===== src/pkg/artlc_pkg.sv =====
// package for the adc result trim and limit check block: register map,
// field layout and reset values.
// assumes a 16-bit unsigned conversion result and a 32-bit register port.
`default_nettype none

package artlc_pkg;

  // ------------------------------------------------------------
  // register offsets (byte addresses)
  // ------------------------------------------------------------
  localparam logic [15:0] low_limit_addr = 16'h20a8;
  localparam logic [15:0] low_limit_hysteresis_addr = 16'h20ac;
  localparam logic [15:0] high_limit_addr = 16'h20b0;
  localparam logic [15:0] high_limit_hysteresis_addr = 16'h20b4;
  localparam logic [15:0] jump_limit_addr = 16'h20b8;
  localparam logic [15:0] check_config_addr = 16'h20c0;
  localparam logic [15:0] irq_status_addr = 16'h20c4;
  localparam logic [15:0] irq_mask_addr = 16'h20c8;
  localparam logic [15:0] temperature_gain_trim_addr = 16'h2238;

  // ------------------------------------------------------------
  // field layout
  // ------------------------------------------------------------
  localparam int gain_width = 15;
  localparam int gain_frac_bits = 14;
  localparam int limit_width = 16;
  localparam int event_count = 3;
  // config: enable bit, then one group-b routing bit per flag
  localparam int cfg_enable_bit = 0;
  localparam int cfg_route_lsb = 1;
  localparam int cfg_width = 4;
  // status: sticky events low, live limit flag levels and the sticky jump error above them
  localparam int status_live_lsb = 4;
  // event positions, shared by status, mask and routing
  localparam int ev_low = 0;
  localparam int ev_high = 1;
  localparam int ev_jump = 2;

  // ------------------------------------------------------------
  // reset values
  // ------------------------------------------------------------
  localparam logic [14:0] gain_reset = 15'h4000;
  localparam logic [15:0] limit_reset = 16'h0000;
  localparam logic [14:0] gain_illegal = 15'h0000;
  localparam logic [3:0] cfg_reset = 4'h0;
  localparam logic [2:0] mask_reset = 3'h0;

endpackage

`default_nettype wire


===== src/hw/artlc_core.sv =====
// adc result postprocessing: temperature gain trim, limit checks with
// hysteresis, jump check, interrupt status and mask.
// assumes the result strobe comes from logic on sys_clk and that the
// register master never issues read and write together.
`timescale 1ns/1ps
`default_nettype none

// Operation
// temperature conversions are scaled by their own 15-bit gain trim.
// the trim has its top bit as sign and fourteen fraction bits; the code treats the top bit as an unsigned integer bit.
// the trim resets to unity gain so results pass unchanged.
// an all-zero trim forces the corrected result to zero.
// half gain, double gain and the 1.000061 step follow from code over unity.
// limit and jump checks are optional and set by five writable registers.
// a result below the low limit sets the low-limit flag.
// the low flag holds until a result exceeds low limit plus hysteresis.
// a result above the high limit sets the high-limit flag.
// the high flag holds until a result falls below high limit minus hysteresis.
// consecutive results differing by more than the jump limit set the jump flag.
// reserved bits read zero and all limits reset to zero.
module artlc_core (
  input wire logic sys_clk,
  input wire logic rst,
  input wire logic [15:0] reg_addr,
  input wire logic [31:0] reg_wdata,
  input wire logic reg_write,
  input wire logic reg_read,
  output logic [31:0] reg_rdata,
  input wire logic conversion_valid,
  input wire logic [15:0] conversion_result,
  input wire logic conversion_is_temp,
  output logic corrected_valid,
  output logic [15:0] corrected_result,
  output logic [2:0] irq_flag_group_a,
  output logic [2:0] irq_flag_group_b,
  output logic irq
);

  // ------------------------------------------------------------
  // registers
  // ------------------------------------------------------------
  logic [14:0] temperature_gain_value;
  logic [15:0] low_limit_value;
  logic [15:0] low_release_margin;
  logic [15:0] high_limit_value;
  logic [15:0] high_release_margin;
  logic [15:0] jump_limit_value;
  logic [3:0] check_config;
  logic [2:0] irq_mask;
  logic [2:0] irq_status;
  logic low_limit_flag;
  logic high_limit_flag;
  logic jump_error_flag;
  logic [15:0] prev_result;
  logic prev_valid;

  logic wr_gain;
  logic wr_low;
  logic wr_low_hyst;
  logic wr_high;
  logic wr_high_hyst;
  logic wr_jump;
  logic wr_cfg;
  logic wr_mask;
  logic rd_status;

  // address decode
  assign wr_gain = reg_write && (reg_addr == artlc_pkg::temperature_gain_trim_addr);
  assign wr_low = reg_write && (reg_addr == artlc_pkg::low_limit_addr);
  assign wr_low_hyst = reg_write && (reg_addr == artlc_pkg::low_limit_hysteresis_addr);
  assign wr_high = reg_write && (reg_addr == artlc_pkg::high_limit_addr);
  assign wr_high_hyst = reg_write && (reg_addr == artlc_pkg::high_limit_hysteresis_addr);
  assign wr_jump = reg_write && (reg_addr == artlc_pkg::jump_limit_addr);
  assign wr_cfg = reg_write && (reg_addr == artlc_pkg::check_config_addr);
  assign wr_mask = reg_write && (reg_addr == artlc_pkg::irq_mask_addr);
  assign rd_status = reg_read && (reg_addr == artlc_pkg::irq_status_addr);

  // trim register; only the low fifteen bits are stored
  always_ff @(posedge sys_clk) begin
    if (rst) begin
      // unity at reset
      temperature_gain_value <= artlc_pkg::gain_reset;
    end else if (wr_gain) begin
      // upper bits dropped
      temperature_gain_value <= reg_wdata[14:0];
    end
  end

  // limit, hysteresis and jump registers
  always_ff @(posedge sys_clk) begin
    if (rst) begin
      // limits reset zero
      low_limit_value <= artlc_pkg::limit_reset;
      low_release_margin <= artlc_pkg::limit_reset;
      high_limit_value <= artlc_pkg::limit_reset;
      high_release_margin <= artlc_pkg::limit_reset;
      jump_limit_value <= artlc_pkg::limit_reset;
    end else begin
      // five writable thresholds
      if (wr_low) begin
        low_limit_value <= reg_wdata[15:0];
      end
      if (wr_low_hyst) begin
        low_release_margin <= reg_wdata[15:0];
      end
      if (wr_high) begin
        high_limit_value <= reg_wdata[15:0];
      end
      if (wr_high_hyst) begin
        high_release_margin <= reg_wdata[15:0];
      end
      if (wr_jump) begin
        jump_limit_value <= reg_wdata[15:0];
      end
    end
  end

  // config and mask
  always_ff @(posedge sys_clk) begin
    if (rst) begin
      check_config <= artlc_pkg::cfg_reset;
      irq_mask <= artlc_pkg::mask_reset;
    end else begin
      if (wr_cfg) begin
        check_config <= reg_wdata[3:0];
      end
      if (wr_mask) begin
        irq_mask <= reg_wdata[2:0];
      end
    end
  end

  // ------------------------------------------------------------
  // gain trim stage
  // ------------------------------------------------------------
  logic [30:0] gain_product;
  logic [16:0] gain_scaled;
  logic [15:0] next_corrected;

  // code over 0x4000 is the multiplier
  assign gain_product = conversion_result * temperature_gain_value;
  // drop fraction bits
  assign gain_scaled = gain_product[30:14];

  // saturate on overflow: code 0x7fff nearly doubles and can exceed 16 bits
  always_comb begin
    next_corrected = conversion_result;
    if (conversion_is_temp) begin
      // temperature path only
      if (temperature_gain_value == artlc_pkg::gain_illegal) begin
        // illegal code gives zero
        next_corrected = 16'h0000;
      end else if (gain_scaled[16]) begin
        next_corrected = 16'hffff;
      end else begin
        next_corrected = gain_scaled[15:0];
      end
    end
  end

  // corrected output, one cycle after the strobe
  always_ff @(posedge sys_clk) begin
    if (rst) begin
      corrected_valid <= 1'b0;
      corrected_result <= 16'h0000;
    end else begin
      corrected_valid <= conversion_valid;
      if (conversion_valid) begin
        corrected_result <= next_corrected;
      end
    end
  end

  // ------------------------------------------------------------
  // limit and jump checks
  // ------------------------------------------------------------
  logic check_on;
  logic [16:0] low_release;
  logic [16:0] high_release;
  logic [15:0] jump_size;
  logic next_low_flag;
  logic next_high_flag;
  logic next_jump;
  logic [2:0] next_flags;
  logic [2:0] next_status;

  // checks optional
  assign check_on = check_config[artlc_pkg::cfg_enable_bit] && corrected_valid;
  // seventeen bits so the sum cannot wrap
  assign low_release = {1'b0, low_limit_value} + {1'b0, low_release_margin};
  // negative release point (bit 16 set) means the flag never clears
  assign high_release = {1'b0, high_limit_value} - {1'b0, high_release_margin};
  assign jump_size = (corrected_result >= prev_result) ?
    (corrected_result - prev_result) : (prev_result - corrected_result);

  always_comb begin
    next_low_flag = low_limit_flag;
    next_high_flag = high_limit_flag;
    next_jump = 1'b0;
    if (check_on) begin
      if (corrected_result < low_limit_value) begin
        // below low limit
        next_low_flag = 1'b1;
      end else if ({1'b0, corrected_result} > low_release) begin
        // release above margin
        next_low_flag = 1'b0;
      end
      if (corrected_result > high_limit_value) begin
        // above high limit
        next_high_flag = 1'b1;
      end else if (!high_release[16] && ({1'b0, corrected_result} < high_release)) begin
        // release below margin
        next_high_flag = 1'b0;
      end
      // consecutive difference
      next_jump = prev_valid && (jump_size > jump_limit_value);
    end
  end

  // flag levels and last result for the jump check
  always_ff @(posedge sys_clk) begin
    if (rst) begin
      low_limit_flag <= 1'b0;
      high_limit_flag <= 1'b0;
      prev_result <= 16'h0000;
      prev_valid <= 1'b0;
    end else begin
      low_limit_flag <= next_low_flag;
      high_limit_flag <= next_high_flag;
      if (check_on) begin
        prev_result <= corrected_result;
        prev_valid <= 1'b1;
      end else if (!check_config[artlc_pkg::cfg_enable_bit]) begin
        // restart the jump history when checks are switched off
        prev_valid <= 1'b0;
      end
    end
  end

  // ------------------------------------------------------------
  // interrupt status, mask and flag groups
  // ------------------------------------------------------------
  // events are the rising of a limit flag and each jump
  assign next_flags = {next_jump, next_high_flag, next_low_flag};

  // read clears, but an event in the same cycle wins
  always_comb begin
    next_status = rd_status ? 3'h0 : irq_status;
    next_status[artlc_pkg::ev_low] = next_status[artlc_pkg::ev_low] |
      (next_low_flag & ~low_limit_flag);
    next_status[artlc_pkg::ev_high] = next_status[artlc_pkg::ev_high] |
      (next_high_flag & ~high_limit_flag);
    next_status[artlc_pkg::ev_jump] = next_status[artlc_pkg::ev_jump] | next_jump;
  end

  always_ff @(posedge sys_clk) begin
    if (rst) begin
      irq_status <= 3'h0;
      irq <= 1'b0;
    end else begin
      irq_status <= next_status;
      irq <= |(next_status & irq_mask);
    end
  end

  // each flag drives group a or group b as its routing bit says
  genvar gi;
  generate
    for (gi = 0; gi < artlc_pkg::event_count; gi++) begin : g_route
      logic flag_level;
      // jump is a latched error until status read, limits are levels
      assign flag_level = (gi == artlc_pkg::ev_jump) ?
        next_status[gi] : next_flags[gi];
      always_ff @(posedge sys_clk) begin
        if (rst) begin
          irq_flag_group_a[gi] <= 1'b0;
          irq_flag_group_b[gi] <= 1'b0;
        end else begin
          irq_flag_group_a[gi] <= flag_level & ~check_config[artlc_pkg::cfg_route_lsb + gi];
          irq_flag_group_b[gi] <= flag_level & check_config[artlc_pkg::cfg_route_lsb + gi];
        end
      end
    end
  endgenerate

  assign jump_error_flag = irq_status[artlc_pkg::ev_jump];

  // ------------------------------------------------------------
  // read port
  // ------------------------------------------------------------
  // reserved bits read zero; unmapped addresses read zero
  always_ff @(posedge sys_clk) begin
    if (rst) begin
      reg_rdata <= 32'h0000_0000;
    end else if (reg_read) begin
      case (reg_addr)
        artlc_pkg::temperature_gain_trim_addr: reg_rdata <= {17'h0, temperature_gain_value};
        artlc_pkg::low_limit_addr: reg_rdata <= {16'h0, low_limit_value};
        artlc_pkg::low_limit_hysteresis_addr: reg_rdata <= {16'h0, low_release_margin};
        artlc_pkg::high_limit_addr: reg_rdata <= {16'h0, high_limit_value};
        artlc_pkg::high_limit_hysteresis_addr: reg_rdata <= {16'h0, high_release_margin};
        artlc_pkg::jump_limit_addr: reg_rdata <= {16'h0, jump_limit_value};
        artlc_pkg::check_config_addr: reg_rdata <= {28'h0, check_config};
        artlc_pkg::irq_mask_addr: reg_rdata <= {29'h0, irq_mask};
        artlc_pkg::irq_status_addr: reg_rdata <= {25'h0, jump_error_flag,
          high_limit_flag, low_limit_flag, 1'b0, irq_status};
        default: reg_rdata <= 32'h0000_0000;
      endcase
    end else begin
      reg_rdata <= 32'h0000_0000;
    end
  end

endmodule // artlc_core

`default_nettype wire


===== config.mk =====
export PLATFORM = sky130hd
export DESIGN_NAME = artlc_core
export DESIGN_NICKNAME = d
export VERILOG_FILES = /design/src/pkg/artlc_pkg.sv /design/src/hw/artlc_core.sv
export SDC_FILE = /design/constraint.sdc
export NUM_CORES = 1
export LEC_CHECK = 0
export BUFFER_PORTS_ARGS = -buffer_cell sky130_fd_sc_hd__buf_2
export CORE_ASPECT_RATIO = 0.7
export CORE_MARGIN = 4
export CORE_UTILIZATION = 30
export CTS_BUF_LIST = sky130_fd_sc_hd__clkbuf_4 sky130_fd_sc_hd__clkbuf_8 sky130_fd_sc_hd__clkbuf_16
export DETAILED_ROUTE_END_ITERATION = 16
export PLACE_DENSITY = 0.5
export SLEW_MARGIN = 15
export SYNTH_ARGS = -nofsm -noshare
export SYNTH_HDL_FRONTEND = slang
export SYNTH_SLANG_ARGS = --single-unit

===== constraint.sdc =====
create_clock -name sys_clk -period 13.95 [get_ports sys_clk]
set_input_delay 0 -clock sys_clk [delete_from_list [all_inputs] [get_ports sys_clk]]
set_output_delay 0 -clock sys_clk [all_outputs]
set_load 0.01 [all_outputs]

# ---- Word-level counts from Yosys, hierarchy flattened
# Cells that the tools add are included.
# W data, S select, Z words.
dict set report totals {
  register_bits 180
  latchBits 0
  ramBits 0
  mem_bits_ro 0
  input_bits 70
  out_inout_bits 56
  elab_cells 93
  n_memories 0
}
dict set report classes {
  add_sub_neg 4
  mul 1
  div_mod_pow 0
  magnitude_cmp 6
  eq_ne 10
  n_shift 0
  muxes 15
  bitwise 18
  reduce_logical 16
}
# op count
set ops {}
lappend ops {{$eq A16 B14 Y1 const B} 9}
lappend ops {{$pmux W16 S9} 1}
lappend ops {{$mux W16} 4}
lappend ops {{$gt A16 B16 Y1} 2}
lappend ops {{$sub A16 B16 Y16} 2}
lappend ops {{$mul A16 B15 Y31} 1}
lappend ops {{$add A16 B16 Y17} 1}
lappend ops {{$gt A16 B17 Y1} 1}
lappend ops {{$lt A16 B17 Y1} 1}
lappend ops {{$sub A16 B16 Y17} 1}
lappend ops {{$ge A16 B16 Y1} 1}
lappend ops {{$lt A16 B16 Y1} 1}
lappend ops {{$logic_not A15 Y1} 1}
lappend ops {{$logic_and A1 B1 Y1} 12}
lappend ops {{$mux W1} 9}
lappend ops {{$and A1 B1 Y1} 8}
lappend ops {{$not A1 Y1} 6}
lappend ops {{$and A3 B3 Y3} 1}
lappend ops {{$mux W3} 1}
lappend ops {{$or A1 B1 Y1} 3}
lappend ops {{$reduce_or A3 Y1} 1}
lappend ops {{$ne A2 B1 Y1 const B} 1}
lappend ops {{$reduce_or A2 Y1} 1}
lappend ops {{$logic_not A1 Y1} 1}

# ---- Depth between registers and ports, before layout
# Gate-level depths: netlist of the first run.
dict set report logic_depth {
  ltp_word 10
  mapped_depth 24
}

# ---- Worst setup path after synthesis of the first run
# Ideal clock, no wire load.
dict set report synth_timing {
  path_kind {register to register}
  from {register temperature_gain_value[6]}
  to {register corrected_result[7]}
  setup_time_ns 0.091
  arrival_ns 5.871
  path_slack_ns 7.988
  path_stages_with_launch 22
  path_cell_list {dfxtp_1 -> clkbuf_1 -> clkbuf_1 -> nand2_1 -> fa_1 -> fa_1 -> inv_1 -> fa_1 -> fa_1 -> fa_1 -> inv_1 -> fa_1 -> inv_1 -> ha_1 -> and4_1 -> o2111ai_1 -> a2bb2oi_1 -> nand2_1 -> a21bo_2 -> a2111oi_0 -> a31oi_1 -> a311oi_1}
}
dict set report synth_between {
  elab_chain_len 4
  word_cells_on_any_way 5
}
# item line
set synth_rtl {}
lappend synth_rtl {{start: declaration} artlc_core.sv:42} ;# logic [14:0] temperature_gain_value;
lappend synth_rtl {{start signal: assignment} artlc_core.sv:82} ;# temperature_gain_value <= artlc_pkg::gain_reset;
lappend synth_rtl {{start signal: assignment} artlc_core.sv:85} ;# temperature_gain_value <= reg_wdata[14:0];
lappend synth_rtl {{$mul A16 B15 Y31} artlc_core.sv:141} ;# assign gain_product = conversion_result * temperature_gain_value;
lappend synth_rtl {{$mux W16} artlc_core.sv:153} ;# end else if (gain_scaled[16]) begin
lappend synth_rtl {{$mux W16 *} artlc_core.sv:150} ;# if (temperature_gain_value == artlc_pkg::gain_illegal) begin
lappend synth_rtl {{$mux W16 *} artlc_core.sv:148} ;# if (conversion_is_temp) begin
lappend synth_rtl {{end signal: assignment} artlc_core.sv:169} ;# corrected_result <= next_corrected;
lappend synth_rtl {{end: declaration} artlc_core.sv:33} ;# output logic [15:0] corrected_result,
# Mark *: on every way between the ends. The rest lies on a longest branch, timed or not.
# A chain may end at the register's enable or synchronous reset.

# ---- Worst setup path after layout of the first run
dict set report layout_timing {
  from {register temperature_gain_value[10]}
  to {register corrected_result[7]}
}
# The elaborated chain is that of the path after synthesis.

==> results of run 1 <==
==> logic make-up (layout without fill, tap and decap cells) <==
group / after synthesis / after routing
simple gates: 773 / 773
compound gates: 491 / 491
buf+inv: 469 / 510
fa+ha+maj: 416 / 416
flops: 164 / 164
xor+xnor: 57 / 57
mux: 12 / 12
other cells: 1 / 17
==> tightest hold or removal path, delay by kind of cell <==
kind,cells,cell delay [ps]
AND/OR/NAND/NOR,1,110
AO/OA/AOI/OAI,1,70
buffers and inverters,1,240
==> cell usage after synthesis, types with 4 or more instances <==
cell | instances | area [sq um]
buf_4 | 25 | 188
a21o_1 | 44 | 330
ha_1 | 233 | 2920
o21bai_1 | 8 | 60.1
mux2i_1 | 10 | 100
o211ai_1 | 10 | 75.1
fa_1 | 183 | 3660
a22oi_1 | 19 | 143
or3_1 | 4 | 25.0
and2_1 | 152 | 951
o31ai_1 | 7 | 52.6
nor2b_1 | 16 | 100
a211oi_1 | 16 | 120
or2_2 | 4 | 25.0
nand3_1 | 33 | 165
a311oi_1 | 8 | 70.1
a31oi_1 | 18 | 113
o311a_1 | 4 | 40.0
a2bb2oi_1 | 6 | 52.6
nand4_1 | 22 | 138
a21oi_1 | 210 | 1050
inv_1 | 338 | 1270
nor4_1 | 5 | 31.3
buf_2 | 15 | 75.1
a21boi_0 | 5 | 37.5
a221oi_1 | 10 | 87.6
dfxtp_1 | 164 | 3280
o21ai_0 | 65 | 325
buf_1 | 4 | 15.0
and3_1 | 7 | 43.8
xnor2_1 | 37 | 324
clkbuf_1 | 83 | 312
nor3_1 | 20 | 100
o2111ai_1 | 7 | 61.3
nand2b_1 | 6 | 37.5
nand2_1 | 406 | 1520
o21a_1 | 12 | 90.1
nor2_1 | 63 | 236
nor3b_1 | 6 | 45.0
a222oi_1 | 13 | 130
xor2_1 | 20 | 175
==> per-stage QoR <==
step                      utilization (%)  total power, mW  worst slack, ps
final                                33.5             1.29             6950
after floorplan                         -            0.680             7990
after global routing                 33.5             1.34             6640
after global placement               32.2            0.771             7110
after detailed placement             32.2            0.776             7090
after CTS                            33.5             1.29             7050
==> worst max path at each step <==
stage | slack [ps] | start | to | cells past startpoint
6_report | 6950 | temperature_gain_value[10] | corrected_result[7] | 19
5_1_grt | 6640 | temperature_gain_value[10] | corrected_result[7] | 19
4_1_cts | 7050 | temperature_gain_value[10] | corrected_result[2] | 19
3_5_place_dp | 7090 | temperature_gain_value[10] | corrected_result[3] | 19
3_3_place_gp | 7110 | temperature_gain_value[10] | corrected_result[3] | 19
2_1_floorplan | 7990 | temperature_gain_value[6] | corrected_result[7] | 21
==> power by group <==
group,switching [mW],internal [mW]
Combinational,0.186,0.112
Sequential,0.00370,0.471
Clock,0.234,0.278
Total,0.424,0.861
==> area by class of cell <==
cell class                 instances  area (sq um)
multi-input combinational       1765         14100
antenna                            1          2.50
timing repair buffer             139           861
tap                              829          1040
clock inverter                    14           178
clock buffer                      18           439
inverter                         339          1270
sequential                       164          3280
fill                            6620         42100
==> flip-flops by register name (all words and copies together) (netlist names) <==
signal and cells:
low_limit_flag 1, check_config 4, reg_rdata 16, temperature_gain_value 15
irq_status 3, high_limit_flag 1, irq_mask 3, irq_flag_group_b 3
irq 1, corrected_valid 1, low_limit_value 16, corrected_result 16
low_release_margin 16, high_limit_value 16, prev_valid 1, prev_result 16
high_release_margin 16, irq_flag_group_a 3, jump_limit_value 16
==> metal layers <==
layer	share of wire, %	wire length (um)	vias to the layer above	global-route usage [%]
met5	0	0	-	0
met4	1.5	971	0	3.60
met3	7.5	4810	67	3.61
met2	42	26900	588	28.1
met1	49	31800	8311	28.3
li1	-	-	7919	-
==> results.md, run 1 <==
- Slew @ Worst Pin: about 1200 ps
- Largest net degree at the start of global routing: 71
- CTS Buffer Depth: 2
- Post-Syn Instances: 2383
- Buf/Inv on CP: 3
- Most common cell after layout, fill and taps aside: nand2_1
- Worst-path fanout max: 19
- Hold_ws: 32.2 ps
- GR Overflow Total: 0
- Layout Cells excl Fill: approximately 3300
- Die area: 68300 sq um
- Ys Warns: 0
- Die X-Extent: around 310 um
- Clock Skew: 14.0 ps
- Top cell by count, worst path: fa_1
- Final hold vios: 0
- Library cells used by synthesis: 89
- Relative slew slack: 22.5%
- CP top delay family: adder cells
- Status: completed
- Post-synth top flop: dfxtp_1
- Site Rows: 77
- Routed vias: 16900
- LEAKAGE: approximately 9.3 nW
- Mapped cell area: 19200 sq um
- Main combinational cell family by area after synthesis: adder cells
- Synth Area in Simple Gates: 19.4%
- Layout Nets: 2912
- Final max-slew violation count: 0
- Total of max-cap violations: 0
- Worst path max stage delay: 1080 ps
- Hold Path Depth: 3
- HPWL Detailed: 49600 um
- WL/cell: ~20 um
- Worst R2R End: corrected_result[7]
- Worst EP required: 14290 ps
- Hold-fix buffers, CTS: 19
- Hold Path Origin: conversion_result[9]
- Min-Delay Path Class: input port to register
- Worst skew pair latency: 460 ps
- DRC Markers: 0
- CP startpoint kind: register
- Cells after DPL: about 3200
- Worst flop-to-flop path startpoint: temperature_gain_value[10]
- Root Buffer: clkbuf_16
- Setup TNS: 0 ps
- CTS H-tree lvls: 4
- Area growth, synth to finish: 10.2%
- R2R cell count: 19
- Post-Synth XOR/XNOR Area: 2.60%
- Flop2flop setup slack: 6950 ps
- Adder-cell share of the synthesized area: 34.2%
- TritonRoute pass-1 iters: 9
- Worst path arrival time: 7340 ps
- RSZ-0062 raised after global routing: no
- Register bit total from synthesis: approximately 160
- Post-DP Area: 20400 sq um
- Iter 0 DRT Violations: 1609
- Finish-stage setup viols: 0
- Minimum clock period: 7000 ps
- Initial antenna violation count: 2
- CTS Buf Count: 17
- Critical setup path kind: register to register
- Post-DRT Antenna Nets: 0
- Core Box Area: 63300 sq um
- Crit path cell chain: nand2_1 -> fa_1 -> inv_1 -> fa_1 -> fa_1 -> fa_1 -> fa_1 -> inv_1 -> fa_1 -> inv_1 -> ha_1 -> and4_1 -> o2111ai_1 -> a2bb2oi_1 -> nand3_2 -> a211oi_4 -> xnor2_1 -> o21a_1 -> a311oi_1
- Max Clk Rate: between 100 and 150 MHz
- Routed WL: around 64000 um
- Critical path capture point type: register
- Asr flop ratio synth: 0%
- Layout cell share with drive strength beyond 1: 7.46%
- First-pass GRT wire length: 99500 um
- Tcrit/Tclk final: 50.1%
- Post CTS Setup Buffer Count: 0
- Cts repair resizes: 0
- Final Wtd Congestion: 0.895
- I/O Buffers: 93
- Design Area, Final: roughly 21000 sq um
- Max VDD drop: 0.0932 mV
- Post-synthesis compound-gate area fraction: 16.2%
- Global Route Usage Sum: between 10% and 20%
- Clock transition at path regs: 70 ps
- I/O pins: 126
- Syn Area/Cell: 8.07 sq um
- Mux share of post-synthesis cell area: less than 1%
- Sequential area share after synthesis: 17.1%
- Vias per cell: 5.17
- WHS Endpoint: corrected_result[9]
- CTS Sinks: roughly 160
- Initial Util: between 30 and 40%
- CTS tree: built
- Slowest CP cell: dfxtp_1
- Power per Cell Area: 60.6 nW/um^2
- Die H: 220 um
- Most frequent cells in the layout: nand2_1 (406), inv_1 (338), ha_1 (233)
- Vias in the first global route: between 15000 and 20000
- EDFF count, synth: 0
(Power assumes the default switching activity.)
==> run 2: changes to the inputs <==
--- a/config.mk
+++ b/config.mk
@@ -5,13 +5,14 @@
 export SDC_FILE = /design/constraint.sdc
 export NUM_CORES = 1
 export LEC_CHECK = 0
+export ABC_AREA = 1
 export BUFFER_PORTS_ARGS = -buffer_cell sky130_fd_sc_hd__buf_2
 export CORE_ASPECT_RATIO = 0.7
 export CORE_MARGIN = 4
 export CORE_UTILIZATION = 30
 export CTS_BUF_LIST = sky130_fd_sc_hd__clkbuf_4 sky130_fd_sc_hd__clkbuf_8 sky130_fd_sc_hd__clkbuf_16
 export DETAILED_ROUTE_END_ITERATION = 16
-export PLACE_DENSITY = 0.5
+export PLACE_DENSITY = 0.52
 export SLEW_MARGIN = 15
 export SYNTH_ARGS = -nofsm -noshare
 export SYNTH_HDL_FRONTEND = slang
==> constraint.sdc (replaced) <==
create_clock -name sys_clk -period 6.05 [get_ports sys_clk]
set_input_delay 0 -clock sys_clk [delete_from_list [all_inputs] [get_ports sys_clk]]
set_output_delay 0 -clock sys_clk [all_outputs]
set_load 0.01 [all_outputs]
==> run 2 against run 1 <==
- area after synthesis grew 5.8%
- critical path depth rose by 2
- sequential share of layout area down 1.0 points
- via count up 13%
- non-clock buffer count grew 33
- combinational power rose by 120%
- worst setup slack worse by 6600 ps
- wire length grew 13%
- sequential power is 140% higher
- critical path type unchanged
- largest power group unchanged
==> results.md, run 2 <==
- Site Rows: 79 (was 77)
- Initial Util: 30.4% (about the same)
- Post-DRT Antenna Nets: 0 (unchanged)
- EDFF count, synth: 0 (unchanged)
- Relative slew slack: 15.9% (was 22.5%)
- Ys Warns: 0 (unchanged)
- Most common cell in the netlist: nand2_1 (unchanged)
- LEAKAGE: 12.3 nW (was 9.32 nW)
- Root Buffer: clkbuf_16 (unchanged)
- Most common cell after layout, fill and taps aside: nand2_1 (unchanged)
- Syn Area/Cell: 6.90 sq um (was 8.07 sq um)
- Max VDD drop: 0.135 mV (was 0.0932 mV)
- Critical setup path kind: register to register (unchanged)
- Final Wtd Congestion: 0.940 (was 0.895)
- CP startpoint kind: register (unchanged)
- Library cells used by synthesis: 49 (was 89)
- Mapped cell area: 20300 sq um (was 19200 sq um)
- Final max-slew violation count: 0 (unchanged)
- CTS Buffer Depth: 3 (was 2)
- Final Util: 34.0% (was 33.5%)
- Max Clk Rate: 175 MHz (was 143 MHz)
- Iter 0 DRT Violations: 1949 (was 1609)
- CTS Sinks: 164 (unchanged)
- Register bit total from synthesis: 164 (unchanged)
- Clock transition at path regs: 80 ps (was 70 ps)
- Share of the synthesized area in the top cell type: 18.0% (was 19.1%)
- Status: completed (unchanged)
- CTS tree: built (unchanged)
- Hold Path Depth: 6 (was 3)
- Post-Syn Instances: 2947 (was 2383)
- Initial antenna violation count: 7 (was 2)
- Layout Nets: 3518 (was 2912)
- Power per Cell Area: 135 nW/um^2 (was 60.6 nW/um^2)
- Routed vias: 19000 (was 16900)
- RSZ-0062 raised after global routing: no (unchanged)
- Layout cell share with drive strength beyond 1: 6.95% (was 7.46%)
- Clock Skew: 37.3 ps (was 14.0 ps)
- Post-synth top cells: nand2_1 (661), inv_1 (657), a21oi_1 (265) (was nand2_1 (406), inv_1 (338), ha_1 (233))
- Worst EP required: 6480 ps (was 14290 ps)
- I/O pins: 126 (unchanged)
- Minimum clock period: 5720 ps (was 7000 ps)
- Flop2flop setup slack: 330 ps (was 6950 ps)
- Met2 Resource Use GR: 26.5% (was 28.1%)
- HPWL Detailed: 59500 um (was 49600 um)
- Met1 GRT Util: 33.5% (was 28.3%)
- Total of max-cap violations: 0 (unchanged)
- Slew @ Worst Pin: 1230 ps (was 1160 ps)
- Vias in the first global route: 17800 (was 16700)
- Routed WL: 72900 um (was 64500 um)
- Finish-stage setup viols: 0 (unchanged)
- Critical path capture point type: register (unchanged)
- Die X-Extent: 319 um (was 311 um)
- Setup TNS: 0 ps (unchanged)
- WL/cell: 18.6 um (was 19.7 um)
- Min-Delay Path Class: input port to register (unchanged)
- I/O Buffers: 93 (unchanged)
- DRC Markers: 0 (unchanged)
- Sequential area share after synthesis: 16.1% (was 17.1%)
- Post CTS Setup Buffer Count: 0 (unchanged)
- Global Route Usage Sum: 20.1% (was 18.9%)
- Largest net degree at the start of global routing: 108 (was 71)
- Die area: 72100 sq um (was 68300 sq um)
- Final hold vios: 0 (unchanged)
- Met3 usage: 4.00% (was 3.61%)
- Dominant cell type by area after synthesis: fa_1 (unchanged)
- First-pass GRT wire length: 111000 um (was 99500 um)
- Tcrit/Tclk final: 94.5% (was 50.1%)
- Area growth, synth to finish: 11.7% (was 10.2%)
- Most frequent cells in the layout: nand2_1 (661), inv_1 (656), a21oi_1 (265) (was nand2_1 (406), inv_1 (338), ha_1 (233))
- Asr flop ratio synth: 0% (unchanged)
- Post-synth top flop: dfxtp_1 (unchanged)
- Die H: 226 um (was 220 um)
- Worst skew pair latency: 520 ps (was 460 ps)
- Worst-path fanout max: 9 (was 19)
- R2R cell count: 21 (was 19)
- TritonRoute pass-1 iters: 5 (was 9)
- Synth area leaders: fa_1 (18%), dfxtp_1 (16%), ha_1 (14%) (was fa_1 (19%), dfxtp_1 (17%), ha_1 (15%))
- CTS H-tree lvls: 4 (unchanged)
- Vias per cell: 4.84 (was 5.17)
- CTS Buf Count: 25 (was 17)
- GR Overflow Total: 0 (unchanged)
- Worst path arrival time: 6150 ps (was 7340 ps)
- Core Box Area: 66800 sq um (was 63300 sq um)
- Busiest layer in global routing: met1 (unchanged)
run 2: cell count changes after synthesis, sizes merged, moves of 28 or more:
cell	previous run	this run
inv	338	658
nand2	407	665
and2	152	1
nor2	67	172
o21ai	66	169
nand3	35	95
a21oi	210	265
a21o	44	9
o22ai	1	29
run 2: critical path: stages, from the launching register on:
cell     delay (ps)
dfxtp_1         770
nand2_1         150
fa_1            490
fa_1            490
inv_1            50
fa_1            490
fa_1            430
fa_1            490
inv_1            60
fa_1            470
inv_1            40
ha_1            350
nand2_1         160
o21ai_0         430
nand2_1         110
nand2_1         150
a21oi_1         110
nand2_1          80
nand2_1          50
nand3_1          70
nand2_1          50
a21oi_1         120
run 2: metrics by stage:
stage          setup WS (ps)  area, sq um  total power, mW  std cells  hold slack, ps
2_1_floorplan            469        20400             1.55       2962            99.7
3_3_place_gp             331        21800             1.79       3877             297
3_5_place_dp             265        21800             1.79       3877             302
4_1_cts                  254        22700             3.06       3927            1.17
5_1_grt                 2.95        22700             3.20       3927            51.9
6_report                 333        22700             3.06       3928            29.4
run 2: final timing paths:
| path | from | end |
|---|---|---|
| setup / recovery | temperature_gain_value[14] | corrected_result[13] |
| hold / removal | reg_addr[8] | reg_rdata[12] |
| setup reg to reg | temperature_gain_value[14] | corrected_result[13] |
| hold reg to reg | check_config[1] | irq_flag_group_a[0] |
run 2: kinds of logic after synthesis:
group,after synthesis,synth area share [%]
and+or+nand+nor,994,20.0
xor gates and xnor gates,53,2.28
buffers and inverters,789,15.1
DFF,164,16.1
adders and majority gates,416,32.3
AOI/OAI and AO/OA,530,14.1
other,1,0.0184
run 2: metal layers:
layer | vias to the layer above | share of wire (%)
li1 | 9260 | -
met1 | 9029 | 54
met2 | 667 | 37
met3 | 49 | 8.8
met4 | 2 | 0.72
met5 | - | 0.016
run 2: area by class of cell:
cell class / instances / area, sq um
Clock buffer: 28 / 661
Antenna cell: 1 / 2.50
Tap cell: 891 / 1110
Timing Repair Buffer: 172 / 1120
Inverter: 660 / 2480
Multi-Input combinational cell: 2009 / 14000
Clock inverter: 3 / 21.3
Sequential cell: 164 / 3290
Fill cell: 7366 / 44100
run 2: what timing repair did:
action                                 in CTS  in global routing
hold buffers                               19                  0
setup endpoints to repair                   0                 16
resized for setup                           0                  5
endpoints found under the hold margin      99                  0
run 2: power by group:
part           internal, mW  switching, mW  leakage (nW)
sequential             1.09         0.0284          1.33
clock                 0.766          0.509         0.336
combinational         0.222          0.448          10.7
total                  2.08          0.986          12.3
